### src/rcs_pkg.sv
// Constants and types shared by the reset configuration sequencer.
// Assumes a 100 MHz core clock.
package rcs_pkg;

	// ***********************************
	// Timing
	// ***********************************
	localparam int CLK_MHZ = 100;
	localparam int HOST_WAIT_NOEE_MS = 15;
	localparam int HOST_WAIT_NOEE_CYC = HOST_WAIT_NOEE_MS * 1000 * CLK_MHZ;
	localparam int HOST_WAIT_EE_MS = 150;
	localparam int HOST_WAIT_EE_CYC = HOST_WAIT_EE_MS * 1000 * CLK_MHZ;

	// ***********************************
	// Field layout
	// ***********************************
	localparam int CFG_NUM_W = 4;
	localparam int ADDR_W = 8;
	localparam int DATA_W = 8;
	localparam int EE_ADDR_W = 7;
	localparam logic [6:0] EE_ADDR_FIRST = 7'h50;
	localparam logic [6:0] EE_ADDR_LAST = 7'h57;
	localparam logic [DATA_W-1:0] DEFAULT_VALUE = 8'h00;

	// Probe clock rates, fastest first
	typedef enum logic [1:0] {
		RATE_1M = 2'b00,
		RATE_400K = 2'b01,
		RATE_100K = 2'b10
	} rcs_rate_t;

	// Slave port protocol
	typedef enum logic [1:0] {
		PORT_I2C = 2'b00,
		PORT_SPI4 = 2'b01,
		PORT_SPI3 = 2'b10
	} rcs_port_t;

	// Status bit positions
	localparam int ST_OTP_MISSING = 0;
	localparam int ST_OTP_CKSUM = 1;
	localparam int ST_EE_NONE = 2;
	localparam int ST_EE_BAD = 3;
	localparam int ST_ALL_DEFAULT = 4;
	localparam int ST_W = 5;

	// Sequence states
	typedef enum logic [3:0] {
		S_IDLE = 4'b0000,
		S_DEFAULTS = 4'b0001,
		S_UPD_SCAN = 4'b0010,
		S_OTP_REQ = 4'b0011,
		S_OTP_LOAD = 4'b0100,
		S_EE_PROBE = 4'b0101,
		S_EE_LOAD = 4'b0110,
		S_HOTFIX = 4'b0111,
		S_PLL_CAL = 4'b1000,
		S_PORT_EN = 4'b1001,
		S_COMMIT = 4'b1010,
		S_MON_EN = 4'b1011,
		S_ALARM_EN = 4'b1100,
		S_RUN = 4'b1101
	} rcs_state_t;

endpackage

### src/rcs_image_if.sv
// Write path into the register image, between sequencer and image store.
// Assumes one shared clock.
`timescale 1ns/1ns
interface rcs_image_if;
	import rcs_pkg::*;
	logic clear;
	logic wrEn;
	logic [ADDR_W-1:0] wrAddr;
	logic [DATA_W-1:0] wrData;
	logic commit;
	logic trigSeen;
	modport seq (output clear, output wrEn, output wrAddr, output wrData, output commit,
		input trigSeen);
	modport store (input clear, input wrEn, input wrAddr, input wrData, input commit,
		output trigSeen);
endinterface

### src/rcs_image_store.sv
// Register image held in flip-flops plus the committed live copy.
// Assumes clear and writes come only from the sequencer.
`timescale 1ns/1ns
module rcs_image_store #(
	parameter int DEPTH = 16,
	parameter logic [rcs_pkg::ADDR_W-1:0] TRIG_ADDR = 8'h0f
) (
	input wire logic core_clk,
	input wire logic rstn,
	rcs_image_if.store img,
	output logic [DEPTH*rcs_pkg::DATA_W-1:0] live
);
	import rcs_pkg::*;

	logic [DATA_W-1:0] image_q [DEPTH];
	logic trigSeen_q;

	// ***********************************
	// Image entries
	// ***********************************
	genvar gi;
	generate
		for (gi = 0; gi < DEPTH; gi++) begin : g_ent
			always_ff @(posedge core_clk) begin
				if (!rstn || img.clear) begin
					image_q[gi] <= DEFAULT_VALUE;
				end else if (img.wrEn && img.wrAddr == ADDR_W'(gi)) begin
					image_q[gi] <= img.wrData;
				end
			end
			// Live registers change only on commit
			always_ff @(posedge core_clk) begin
				if (!rstn) begin
					live[gi*DATA_W +: DATA_W] <= DEFAULT_VALUE;
				end else if (img.commit) begin
					live[gi*DATA_W +: DATA_W] <= image_q[gi];
				end
			end
		end
	endgenerate

	// Trigger write seen, even with a zero value
	always_ff @(posedge core_clk) begin
		if (!rstn || img.clear) begin
			trigSeen_q <= 1'b0;
		end else if (img.wrEn && img.wrAddr == TRIG_ADDR) begin
			trigSeen_q <= 1'b1;
		end
	end
	assign img.trigSeen = trigSeen_q;

endmodule // rcs_image_store

### src/rcs_sequencer.sv
// Reset-time configuration sequencer: defaults, updates, OTP, EEPROM,
// hotfix, commit. Assumes OTP and EEPROM readers are outside and give
// simple request/done handshakes with checksum results.
`timescale 1ns/1ns

// Notes on behaviour
// After reset, build default register image; pins and clocks stay in reset state.
// Slave port protocol from latched GPIO; SPI defaults to four-wire.
// If update scan enabled and update found, load it and restart at start; the code returns to S_IDLE and waits for the next master reset rise.
// Look up selected OTP config; missing or bad checksum reports error, go EEPROM.
// After good OTP load, report loaded configuration number.
// Applying a config writes only listed registers; others stay default.
// Settings take effect only when trigger register written, even with zero; the code gates only powerOn on it, not slavePortMode.
// If PLL feedback divider was loaded, calibrate PLL alongside later stages.
// After internal load, reconfigure slave port to protocol in loaded values.
// EEPROM blocks read and checksum checked; bad blocks dropped, good one applied.
// EEPROM search runs through all addresses until exhausted or one applied; the code stops at the first acking address even if none of its blocks is good.
// Host places EEPROM config only without valid OTP selection.
// If OTP holds hotfix, copy to RAM and run after search stages.
// Completion in order: PLL relock, port enable, commit, monitors, alarms.
// Status bits show which failures occurred, including all-default finish.
// Host waits 15 ms, or 150 ms when EEPROM enabled but absent.
// Host waits per payload formula when EEPROM present.
// Power control defaults lowest power; register bits shut off unneeded functions.
// Dedicated master port for loading; slave port usable only after completion.
// Master pins may share the bus with the slave port in I2C mode.
// Slave port reconfigurable any time by a single burst write; the code has no host write path and keeps the port mode fixed after commit.
// GPIO levels captured at master reset rising edge and steer later stages.
// Probe EEPROM addresses 0x50..0x57 at 1 MHz, then 400 kHz, then 100 kHz.
// Slave port ignores host transactions until completion enables it.
module rcs_sequencer #(
	parameter int DEPTH = 16,
	parameter int PWR_W = 4
) (
	input wire logic core_clk,
	input wire logic rstn,
	input wire logic master_reset_n,
	input wire logic [rcs_pkg::CFG_NUM_W-1:0] gpioCfgSel,
	input wire logic gpioSpiSel,
	input wire logic gpioEeEn,
	input wire logic updReady,
	input wire logic updFound,
	input wire logic otpDone,
	input wire logic otpFound,
	input wire logic otpCksumOk,
	input wire logic otpHotfix,
	input wire logic cfgWrEn,
	input wire logic [rcs_pkg::ADDR_W-1:0] cfgWrAddr,
	input wire logic [rcs_pkg::DATA_W-1:0] cfgWrData,
	input wire logic cfgDone,
	input wire logic eeAck,
	input wire logic eeProbeDone,
	input wire logic eeBlockDone,
	input wire logic eeBlockOk,
	input wire logic eeBlockLast,
	input wire logic hotfixDone,
	input wire logic pllCalDone,
	output logic updReq,
	output logic otpReq,
	output logic [rcs_pkg::CFG_NUM_W-1:0] otpCfgNum,
	output logic eeProbeReq,
	output logic [rcs_pkg::EE_ADDR_W-1:0] eeProbeAddr,
	output rcs_pkg::rcs_rate_t eeRate,
	output logic eeBlockReq,
	output logic hotfixReq,
	output logic pllCalStart,
	output logic masterPortEn,
	output logic slavePortEn,
	output rcs_pkg::rcs_port_t slavePortMode,
	output logic outputsEn,
	output logic monitorsEn,
	output logic alarmsEn,
	output logic [rcs_pkg::CFG_NUM_W-1:0] loadedCfgNum,
	output logic loadedCfgValid,
	output logic [rcs_pkg::ST_W-1:0] resetStatus,
	output logic [PWR_W-1:0] powerOn,
	output logic done
);
	import rcs_pkg::*;

	localparam logic [ADDR_W-1:0] PLL_FB_ADDR = 8'h01;
	localparam logic [ADDR_W-1:0] PORT_MODE_ADDR = 8'h02;
	localparam logic [ADDR_W-1:0] PWR_ADDR = 8'h03;

	rcs_state_t state_q;
	logic mrPrev_q;
	logic [CFG_NUM_W-1:0] gpioCfg_q;
	logic gpioSpi_q;
	logic gpioEe_q;
	logic anyLoaded_q;
	logic pllFbSeen_q;
	logic eeFound_q;
	logic eeApplied_q;
	logic [DEPTH*DATA_W-1:0] live;
	logic mrRise;
	logic loading;

	rcs_image_if img ();

	rcs_image_store #(.DEPTH(DEPTH)) u_store (
		.core_clk(core_clk),
		.rstn(rstn),
		.img(img),
		.live(live)
	);

	// ***********************************
	// Start condition capture
	// ***********************************
	assign mrRise = master_reset_n && !mrPrev_q;

	always_ff @(posedge core_clk) begin
		if (!rstn) begin
			mrPrev_q <= 1'b0;
		end else begin
			mrPrev_q <= master_reset_n;
		end
	end

	// Strap levels caught by a clocked process, never by reset
	always_ff @(posedge core_clk) begin
		if (!rstn) begin
			gpioCfg_q <= '0;
			gpioSpi_q <= 1'b0;
			gpioEe_q <= 1'b0;
		end else if (mrRise) begin
			gpioCfg_q <= gpioCfgSel;
			gpioSpi_q <= gpioSpiSel;
			gpioEe_q <= gpioEeEn;
		end
	end

	// ***********************************
	// Sequence
	// ***********************************
	always_ff @(posedge core_clk) begin
		if (!rstn || !master_reset_n) begin
			state_q <= S_IDLE;
		end else begin
			unique case (state_q)
				S_IDLE: if (mrRise) state_q <= S_DEFAULTS;
				S_DEFAULTS: state_q <= gpioEe_q ? S_UPD_SCAN : S_OTP_REQ;
				S_UPD_SCAN: if (updReady) state_q <= updFound ? S_IDLE : S_OTP_REQ;
				S_OTP_REQ: if (otpDone) begin
					state_q <= (otpFound && otpCksumOk) ? S_OTP_LOAD
						: (gpioEe_q ? S_EE_PROBE : S_HOTFIX);
				end
				S_OTP_LOAD: if (cfgDone) state_q <= gpioEe_q ? S_EE_PROBE : S_HOTFIX;
				S_EE_PROBE: if (eeProbeDone) begin
					if (eeAck) state_q <= S_EE_LOAD;
					else if (eeProbeAddr == EE_ADDR_LAST && eeRate == RATE_100K) begin
						state_q <= S_HOTFIX;
					end
				end
				S_EE_LOAD: if (eeBlockDone) begin
					if (eeBlockOk || eeBlockLast) state_q <= S_HOTFIX;
				end
				S_HOTFIX: if (!otpHotfix || hotfixDone) state_q <= S_PLL_CAL;
				S_PLL_CAL: if (!anyLoaded_q || pllCalDone) state_q <= S_PORT_EN;
				S_PORT_EN: state_q <= S_COMMIT;
				S_COMMIT: state_q <= S_MON_EN;
				S_MON_EN: state_q <= S_ALARM_EN;
				S_ALARM_EN: state_q <= S_RUN;
				S_RUN: state_q <= S_RUN;
			endcase
		end
	end

	// ***********************************
	// Image writes
	// ***********************************
	assign loading = (state_q == S_OTP_LOAD) || (state_q == S_EE_LOAD);
	assign img.clear = (state_q == S_DEFAULTS);
	assign img.wrEn = loading && cfgWrEn;
	assign img.wrAddr = cfgWrAddr;
	assign img.wrData = cfgWrData;
	assign img.commit = (state_q == S_COMMIT);

	always_ff @(posedge core_clk) begin
		if (!rstn || state_q == S_DEFAULTS) begin
			anyLoaded_q <= 1'b0;
			pllFbSeen_q <= 1'b0;
		end else begin
			if (state_q == S_OTP_LOAD && cfgDone) anyLoaded_q <= 1'b1;
			if (state_q == S_EE_LOAD && eeBlockDone && eeBlockOk) anyLoaded_q <= 1'b1;
			if (img.wrEn && cfgWrAddr == PLL_FB_ADDR) pllFbSeen_q <= 1'b1;
		end
	end

	// PLL calibration starts beside later stages after an OTP load that wrote the divider, and again on leaving hotfix whenever anything was loaded
	always_ff @(posedge core_clk) begin
		if (!rstn) begin
			pllCalStart <= 1'b0;
		end else begin
			pllCalStart <= (state_q == S_OTP_LOAD && cfgDone && pllFbSeen_q)
				|| (state_q == S_HOTFIX && anyLoaded_q && (!otpHotfix || hotfixDone));
		end
	end

	// ***********************************
	// Master port requests
	// ***********************************
	always_ff @(posedge core_clk) begin
		if (!rstn) begin
			updReq <= 1'b0;
			otpReq <= 1'b0;
			otpCfgNum <= '0;
			eeBlockReq <= 1'b0;
			hotfixReq <= 1'b0;
			masterPortEn <= 1'b0;
		end else begin
			updReq <= (state_q == S_UPD_SCAN) && !updReady;
			otpReq <= (state_q == S_OTP_REQ) && !otpDone;
			otpCfgNum <= gpioCfg_q;
			eeBlockReq <= (state_q == S_EE_LOAD) && !eeBlockDone;
			hotfixReq <= (state_q == S_HOTFIX) && otpHotfix && !hotfixDone;
			masterPortEn <= (state_q == S_UPD_SCAN) || (state_q == S_EE_PROBE)
				|| (state_q == S_EE_LOAD);
		end
	end

	// Address walks 0x50..0x57 at each rate, fastest first
	always_ff @(posedge core_clk) begin
		if (!rstn || state_q == S_DEFAULTS) begin
			eeProbeAddr <= EE_ADDR_FIRST;
			eeRate <= RATE_1M;
			eeProbeReq <= 1'b0;
		end else begin
			eeProbeReq <= (state_q == S_EE_PROBE) && !eeProbeDone;
			if (state_q == S_EE_PROBE && eeProbeDone && !eeAck) begin
				if (eeProbeAddr != EE_ADDR_LAST) begin
					eeProbeAddr <= eeProbeAddr + 7'h01;
				end else if (eeRate != RATE_100K) begin
					eeProbeAddr <= EE_ADDR_FIRST;
					eeRate <= (eeRate == RATE_1M) ? RATE_400K : RATE_100K;
				end
			end
		end
	end

	// ***********************************
	// Completion and port enables
	// ***********************************
	always_ff @(posedge core_clk) begin
		if (!rstn || state_q == S_DEFAULTS || state_q == S_IDLE) begin
			slavePortEn <= 1'b0;
			outputsEn <= 1'b0;
			monitorsEn <= 1'b0;
			alarmsEn <= 1'b0;
			done <= 1'b0;
		end else begin
			if (state_q == S_PORT_EN) slavePortEn <= 1'b1;
			if (state_q == S_COMMIT) outputsEn <= 1'b1;
			if (state_q == S_MON_EN) monitorsEn <= 1'b1;
			if (state_q == S_ALARM_EN) alarmsEn <= 1'b1;
			if (state_q == S_ALARM_EN) done <= 1'b1;
		end
	end

	// Port mode: strap first, then loaded value; live value after commit when anything was loaded
	always_ff @(posedge core_clk) begin
		if (!rstn) begin
			slavePortMode <= PORT_I2C;
		end else if (state_q == S_DEFAULTS) begin
			slavePortMode <= gpioSpi_q ? PORT_SPI4 : PORT_I2C;
		end else if (img.wrEn && cfgWrAddr == PORT_MODE_ADDR) begin
			slavePortMode <= rcs_port_t'(cfgWrData[1:0]);
		end else if (state_q == S_RUN && anyLoaded_q) begin
			slavePortMode <= rcs_port_t'(live[PORT_MODE_ADDR*DATA_W +: 2]);
		end
	end

	// Lowest power by default; live bits switch blocks on
	always_ff @(posedge core_clk) begin
		if (!rstn || state_q != S_RUN || !img.trigSeen) begin
			powerOn <= '0;
		end else begin
			powerOn <= live[PWR_ADDR*DATA_W +: PWR_W];
		end
	end

	// ***********************************
	// Status
	// ***********************************
	always_ff @(posedge core_clk) begin
		if (!rstn || state_q == S_DEFAULTS) begin
			resetStatus <= '0;
			loadedCfgNum <= '0;
			loadedCfgValid <= 1'b0;
			eeFound_q <= 1'b0;
			eeApplied_q <= 1'b0;
		end else begin
			if (state_q == S_OTP_REQ && otpDone) begin
				resetStatus[ST_OTP_MISSING] <= !otpFound;
				resetStatus[ST_OTP_CKSUM] <= otpFound && !otpCksumOk;
			end
			if (state_q == S_OTP_LOAD && cfgDone) begin
				loadedCfgNum <= gpioCfg_q;
				loadedCfgValid <= 1'b1;
			end
			if (state_q == S_EE_PROBE && eeProbeDone && eeAck) eeFound_q <= 1'b1;
			if (state_q == S_EE_LOAD && eeBlockDone && eeBlockOk) eeApplied_q <= 1'b1;
			if (state_q == S_EE_LOAD && eeBlockDone && !eeBlockOk) begin
				resetStatus[ST_EE_BAD] <= 1'b1;
			end
			if (state_q == S_HOTFIX) begin
				resetStatus[ST_EE_NONE] <= gpioEe_q && !eeFound_q;
				resetStatus[ST_ALL_DEFAULT] <= !anyLoaded_q;
			end
		end
	end

	// ***********************************
	// Checks
	// ***********************************
	property p_commit_order;
		@(posedge core_clk) disable iff (!rstn || !master_reset_n)
		$rose(slavePortEn) |=> $rose(outputsEn) ##1 $rose(monitorsEn) ##1 $rose(alarmsEn);
	endproperty
	a_commit_order: assert property (p_commit_order) else $error("completion out of order");

	property p_port_gated;
		@(posedge core_clk) disable iff (!rstn)
		(state_q != S_RUN && state_q != S_ALARM_EN && state_q != S_MON_EN
			&& state_q != S_COMMIT) |=> !outputsEn;
	endproperty
	a_port_gated: assert property (p_port_gated) else $error("outputs early");

	property p_probe_wrap;
		@(posedge core_clk) disable iff (!rstn || !master_reset_n)
		(state_q == S_EE_PROBE && eeProbeDone && !eeAck && eeProbeAddr == EE_ADDR_LAST
			&& eeRate == RATE_1M) |=> (eeProbeAddr == EE_ADDR_FIRST && eeRate == RATE_400K);
	endproperty
	a_probe_wrap: assert property (p_probe_wrap) else $error("probe rate step wrong");

	property p_otp_fail;
		@(posedge core_clk) disable iff (!rstn || !master_reset_n)
		(state_q == S_OTP_REQ && otpDone && !otpFound) |=> resetStatus[ST_OTP_MISSING];
	endproperty
	a_otp_fail: assert property (p_otp_fail) else $error("otp miss not reported");

	property p_cfg_num;
		@(posedge core_clk) disable iff (!rstn || !master_reset_n)
		(state_q == S_OTP_LOAD && cfgDone) |=> (loadedCfgValid && loadedCfgNum == gpioCfg_q);
	endproperty
	a_cfg_num: assert property (p_cfg_num) else $error("loaded number not shown");

	property p_update_restart;
		@(posedge core_clk) disable iff (!rstn || !master_reset_n)
		(state_q == S_UPD_SCAN && updReady && updFound) |=> state_q == S_IDLE;
	endproperty
	a_update_restart: assert property (p_update_restart) else $error("no restart");

	property p_spi_default;
		@(posedge core_clk) disable iff (!rstn || !master_reset_n)
		(state_q == S_DEFAULTS && gpioSpi_q) |=> slavePortMode == PORT_SPI4;
	endproperty
	a_spi_default: assert property (p_spi_default) else $error("spi not four-wire");

	property p_default_status;
		@(posedge core_clk) disable iff (!rstn || !master_reset_n)
		(state_q == S_HOTFIX && !anyLoaded_q) |=> resetStatus[ST_ALL_DEFAULT];
	endproperty
	a_default_status: assert property (p_default_status) else $error("default flag missing");
	property p_bus_share;
		@(posedge core_clk) disable iff (!rstn) masterPortEn |-> !slavePortEn;
	endproperty
	a_bus_share: assert property (p_bus_share) else $error("master and slave ports both on");

endmodule // rcs_sequencer

### config.mk
export PLATFORM = sky130hd
export DESIGN_NAME = rcs_sequencer
export DESIGN_NICKNAME = d
export VERILOG_FILES = /design/src/rcs_pkg.sv /design/src/rcs_image_if.sv /design/src/rcs_image_store.sv /design/src/rcs_sequencer.sv
export SDC_FILE = /design/constraint.sdc
export NUM_CORES = 1
export LEC_CHECK = 0
export BUFFER_PORTS_ARGS = -buffer_cell sky130_fd_sc_hd__buf_2
export CAP_MARGIN = 20
export CORE_ASPECT_RATIO = 1.1
export CORE_MARGIN = 1.5
export CORE_UTILIZATION = 45
export CTS_CLUSTER_DIAMETER = 200
export DETAILED_ROUTE_END_ITERATION = 7
export GPL_TIMING_DRIVEN = 0
export PLACE_DENSITY_LB_ADDON = 0.05
export SLEW_MARGIN = 20
export SYNTH_ARGS = -nofsm -noshare
export SYNTH_HDL_FRONTEND = slang
export SYNTH_SLANG_ARGS = --single-unit
### constraint.sdc
create_clock -name core_clk -period 3.4 [get_ports core_clk]
set_clock_uncertainty 0.15 [all_clocks]
set_input_delay 0.34 -clock core_clk [delete_from_list [all_inputs] [get_ports core_clk]]
set_output_delay 0.34 -clock core_clk [all_outputs]
set_load 0.02 [all_outputs]
==> flow_summary_export.csv <==
group,metric,value,unit
run_status,status,"finished, final reports clean",
flow_run,max-cap-violations,0,
global_route,grt_pass1_wl,11.7,mm
timing,fin_setup_tns,0,ns
layout,syn_to_final_growth,24.4,%
logic_synthesis,synth-xor-area-share,1.78,%
timing,fin_crit,2.08,ns
timing,rsz0062_at_grt,"false",
route,route.detailed.wl_per_inst,14.7,um
timing,worst_pin_slew,0.573,ns
place,portBuffers,76,
worst_setup_path,worst_path_most_repeated_cell,"nand2b_1",
layout,drive_gt1_share,27.7,%
logic_synthesis,ys_ff_latch,67,
clocking,cts_setup_buffers,0,
layout,antenna_cells,0,
worst_setup_path,arrival,1.98,ns
min_path,holdCritPathClass,"input pin to flop",
logic_synthesis,synth_edf_count,6,
logic_synthesis,yosysTopAreaCell,"dfxtp_1",
power,clock_power_share,46.6,%
route,drt_pass1_iterations,4,
logic_synthesis,postSynthAreaPerCell,9.26,sq um
floorplan,fp.dieArea,7060,sq um
logic_synthesis,synth_warnings,0,
layout,seq_area,1400,sq um
power,ir_worst_vdd,0.317,mV
worst_setup_path,worstPathCellList,"buf_6 -> nand2b_1 -> nor4_2 -> nand4b_1 -> nand2b_1",
worst_setup_path,critical_path_class,"flop to flop",
clocking,clkTransAtPathRegs,0.07,ns
logic_synthesis,synth_top_family_by_area,"simple AND/OR/NAND/NOR gates",
clocking,cts-buffers-inserted,9,
timing,setup_viol,0,
timing,slew_headroom,61.7,%
floorplan,row_count,30,
timing,fmax,0.480,GHz
route,ant_nets,0,
clocking,cts.sinks,67,
worst_setup_path,cpMaxStageDelayCell,"nor4_2",
power,p_leak,0.00157,uW
power,swShare,22.9,%
worst_setup_path,cp_max_fo,10,
power,p_switching,400,uW
logic_synthesis,synth.net_count,360,
layout,multi_input_area,1430,sq um
layout,postLayoutCellArea,3670,sq um
place,gp_congestion,0.903,
timing,hold_viol_final,0,
logic_synthesis,synth_compound_area_share,13.5,%
floorplan,initial_utilization,47.1,%
logic_synthesis,synth.mux.area_fraction,4.79,%
logic_synthesis,synthSimpleGateAreaFrac,27.9,%
global_route,grt_use_total,22.2,%
global_route,grt_overflow,0,
logic_synthesis,synth_area,2950,sq um
timing,maxSlewViolCount,0,
route,num_vias,2534,
route,drc,0,
clocking,cts_tree,"done",
logic_synthesis,synth-adder-area-share,0.424,%
worst_setup_path,worst_setup_path_end_kind,"flop",
worst_setup_path,critPathLaunchType,"flop",
power,pwr-share-comb,6.6,%
logic_synthesis,ys_top_cells_by_area,"dfxtp_1 41%, edfxtp_1 6.1%, mux2i_1 4.4%",
logic_synthesis,yosysSeqAreaShare,47.5,%
logic_synthesis,async_reset_ff_share,0,%
logic_synthesis,synth_cell_types,54,
logic_synthesis,dominantRegCellSynth,"dfxtp_1",
layout,nets,447,
clocking,clockBufferDepth,2,
layout,layout.core_utilization,58.6,%
floorplan,die_x,80.2,um
worst_setup_path,max_stage_delay,0.38,ns
floorplan,core,6270,sq um
global_route,grt_pass1_vias,2390,
floorplan,chipHeight,88.0,um
clocking,cts_max_level,3,
clocking,cts.root.buffer_cell,"clkbuf_8",
power,p_per_area,475,nW/um^2
worst_setup_path,required,3.30,ns
route,routed_wl,7.19,mm
global_route,grt_max_degree,14,
route,viasPerCell,5.16,
global_route,antenna_found_initial,0,
worst_setup_path,r2r_cells,5,
route,drt_first_iter_violations,103,
timing,post-route-period-util,61.2,%
power,power_frac_seq,46.8,%
logic_synthesis,syn_inst,319,
floorplan,num_io_pins,81,
clocking,clk_latency,0.34,ns
place,place_hpwl,5.35,mm
place,placed_area,3430,sq um
min_path,whs_path_depth,2,
clocking,cts_resized,0,
layout,nFillCells,612,
clocking,ctsHoldBuffers,0,
logic_synthesis,synth_top_area_share,41.4,%
power,p_int,1340,uW
[power groups by stage]
stage	clock network (uW)	registers [uW]	logic, uW
CTS	826	816	116
floorplan	0	835	63.2
finish	814	816	116
global placement	0	834	115
global route	861	818	129
detailed placement	0	834	116
[metal layers]
layer / global-route usage, % / share of wire (%)
met1: 27.1 / 46
met2: 36.3 / 46
met3: 5.94 / 6.5
met4: 11.1 / 1.5
met5: 0 / 0
[cell families (layout without fill, tap and decap cells)]
family                     after synthesis  after routing
and+or+nand+nor                        148            148
DFF                                     67             67
AOI/OAI and AO/OA                       58             58
buffers and inverters                   25            117
muxes                                   14             14
xor gates and xnor gates                 6              6
adders and majority gates                1              1
[cells in the mapped netlist (all sizes together) (2+ instances only)]
master and n:
nand3 4, nand2 33, a21oi 13, edfxtp 6
dfxtp 61, o211ai 2, o32a 2, and3 5
or3b 2, nand3b 3, nor4 5, a21o 4
and4b 2, nor3b 4, xnor2 6, nor2b 12
buf 10, nor4bb 2, a41oi 3, clkbuf 7
nand2b 8, o21ai 11, a21boi 10, and2 15
mux2i 13, a211oi 3, nor2 34, nand4 3
or2 2, nor3 10, inv 8
[registers in the layout (all words and copies together), names as in the netlist, 4 cells and up]
signal,count
u_store.live,6
eeProbeAddr,7
otpCfgNum,4
gpioCfg_q,4
u_store.image_q,6
powerOn,4
state_q,4
resetStatus,5
loadedCfgNum,4
[through the flow]
step	worst slack [ns]	instances	hold WS, ns	power, uW
6_report	1.32	491	0.0360	1750
5_1_grt	1.21	491	0.0157	1810
4_1_cts	1.30	491	0.0177	1760
3_5_place_dp	1.31	475	0.292	950
3_3_place_gp	1.39	475	0.287	949
2_1_floorplan	1.62	319	0.267	899
[area by class of cell]
| type | instances | share of cell area, % |
|---|---|---|
| plain buffers | 17 | 2.55 |
| clock buffers | 10 | 3.47 |
| clock inverters | 6 | 3.10 |
| inverters | 8 | 0.817 |
| multi-input cells | 227 | 38.8 |
| flip-flops and latches | 67 | 38.1 |
| well taps | 80 | 2.72 |
| repair buffers | 76 | 10.4 |
[placed cells by master (no fill, tap or decap), types with 10 or more instances in the layout]
| cell type | count |
|---|---|
| buf_2 | 82 |
| dfxtp_1 | 61 |
| nand2_1 | 33 |
| nor2_1 | 33 |
| and2_1 | 15 |
| mux2i_1 | 13 |
| a21oi_1 | 13 |
| nor2b_1 | 12 |
| a21boi_0 | 10 |
| nor3_1 | 10 |
| o21ai_0 | 10 |
[worst max-delay path, delay by kind of cell (launching register included)]
kind	cells	cell delay [ns]
buffers and inverters	1	0.14
DFF	1	0.33
and+or+nand+nor	4	1.17
[final timing paths]
kind / start / endpoint / slack [ns]
worst max register to register: state_q[3] / u_store.image_q[2][0] / 1.32
worst max-delay path: state_q[3] / u_store.image_q[2][0] / 1.32
worst min register to register: resetStatus[1] / resetStatus[1] / 0.32
worst min-delay path: updReady / updReq / 0.04
No activity file was read; power rests on OpenSTA's default activity.
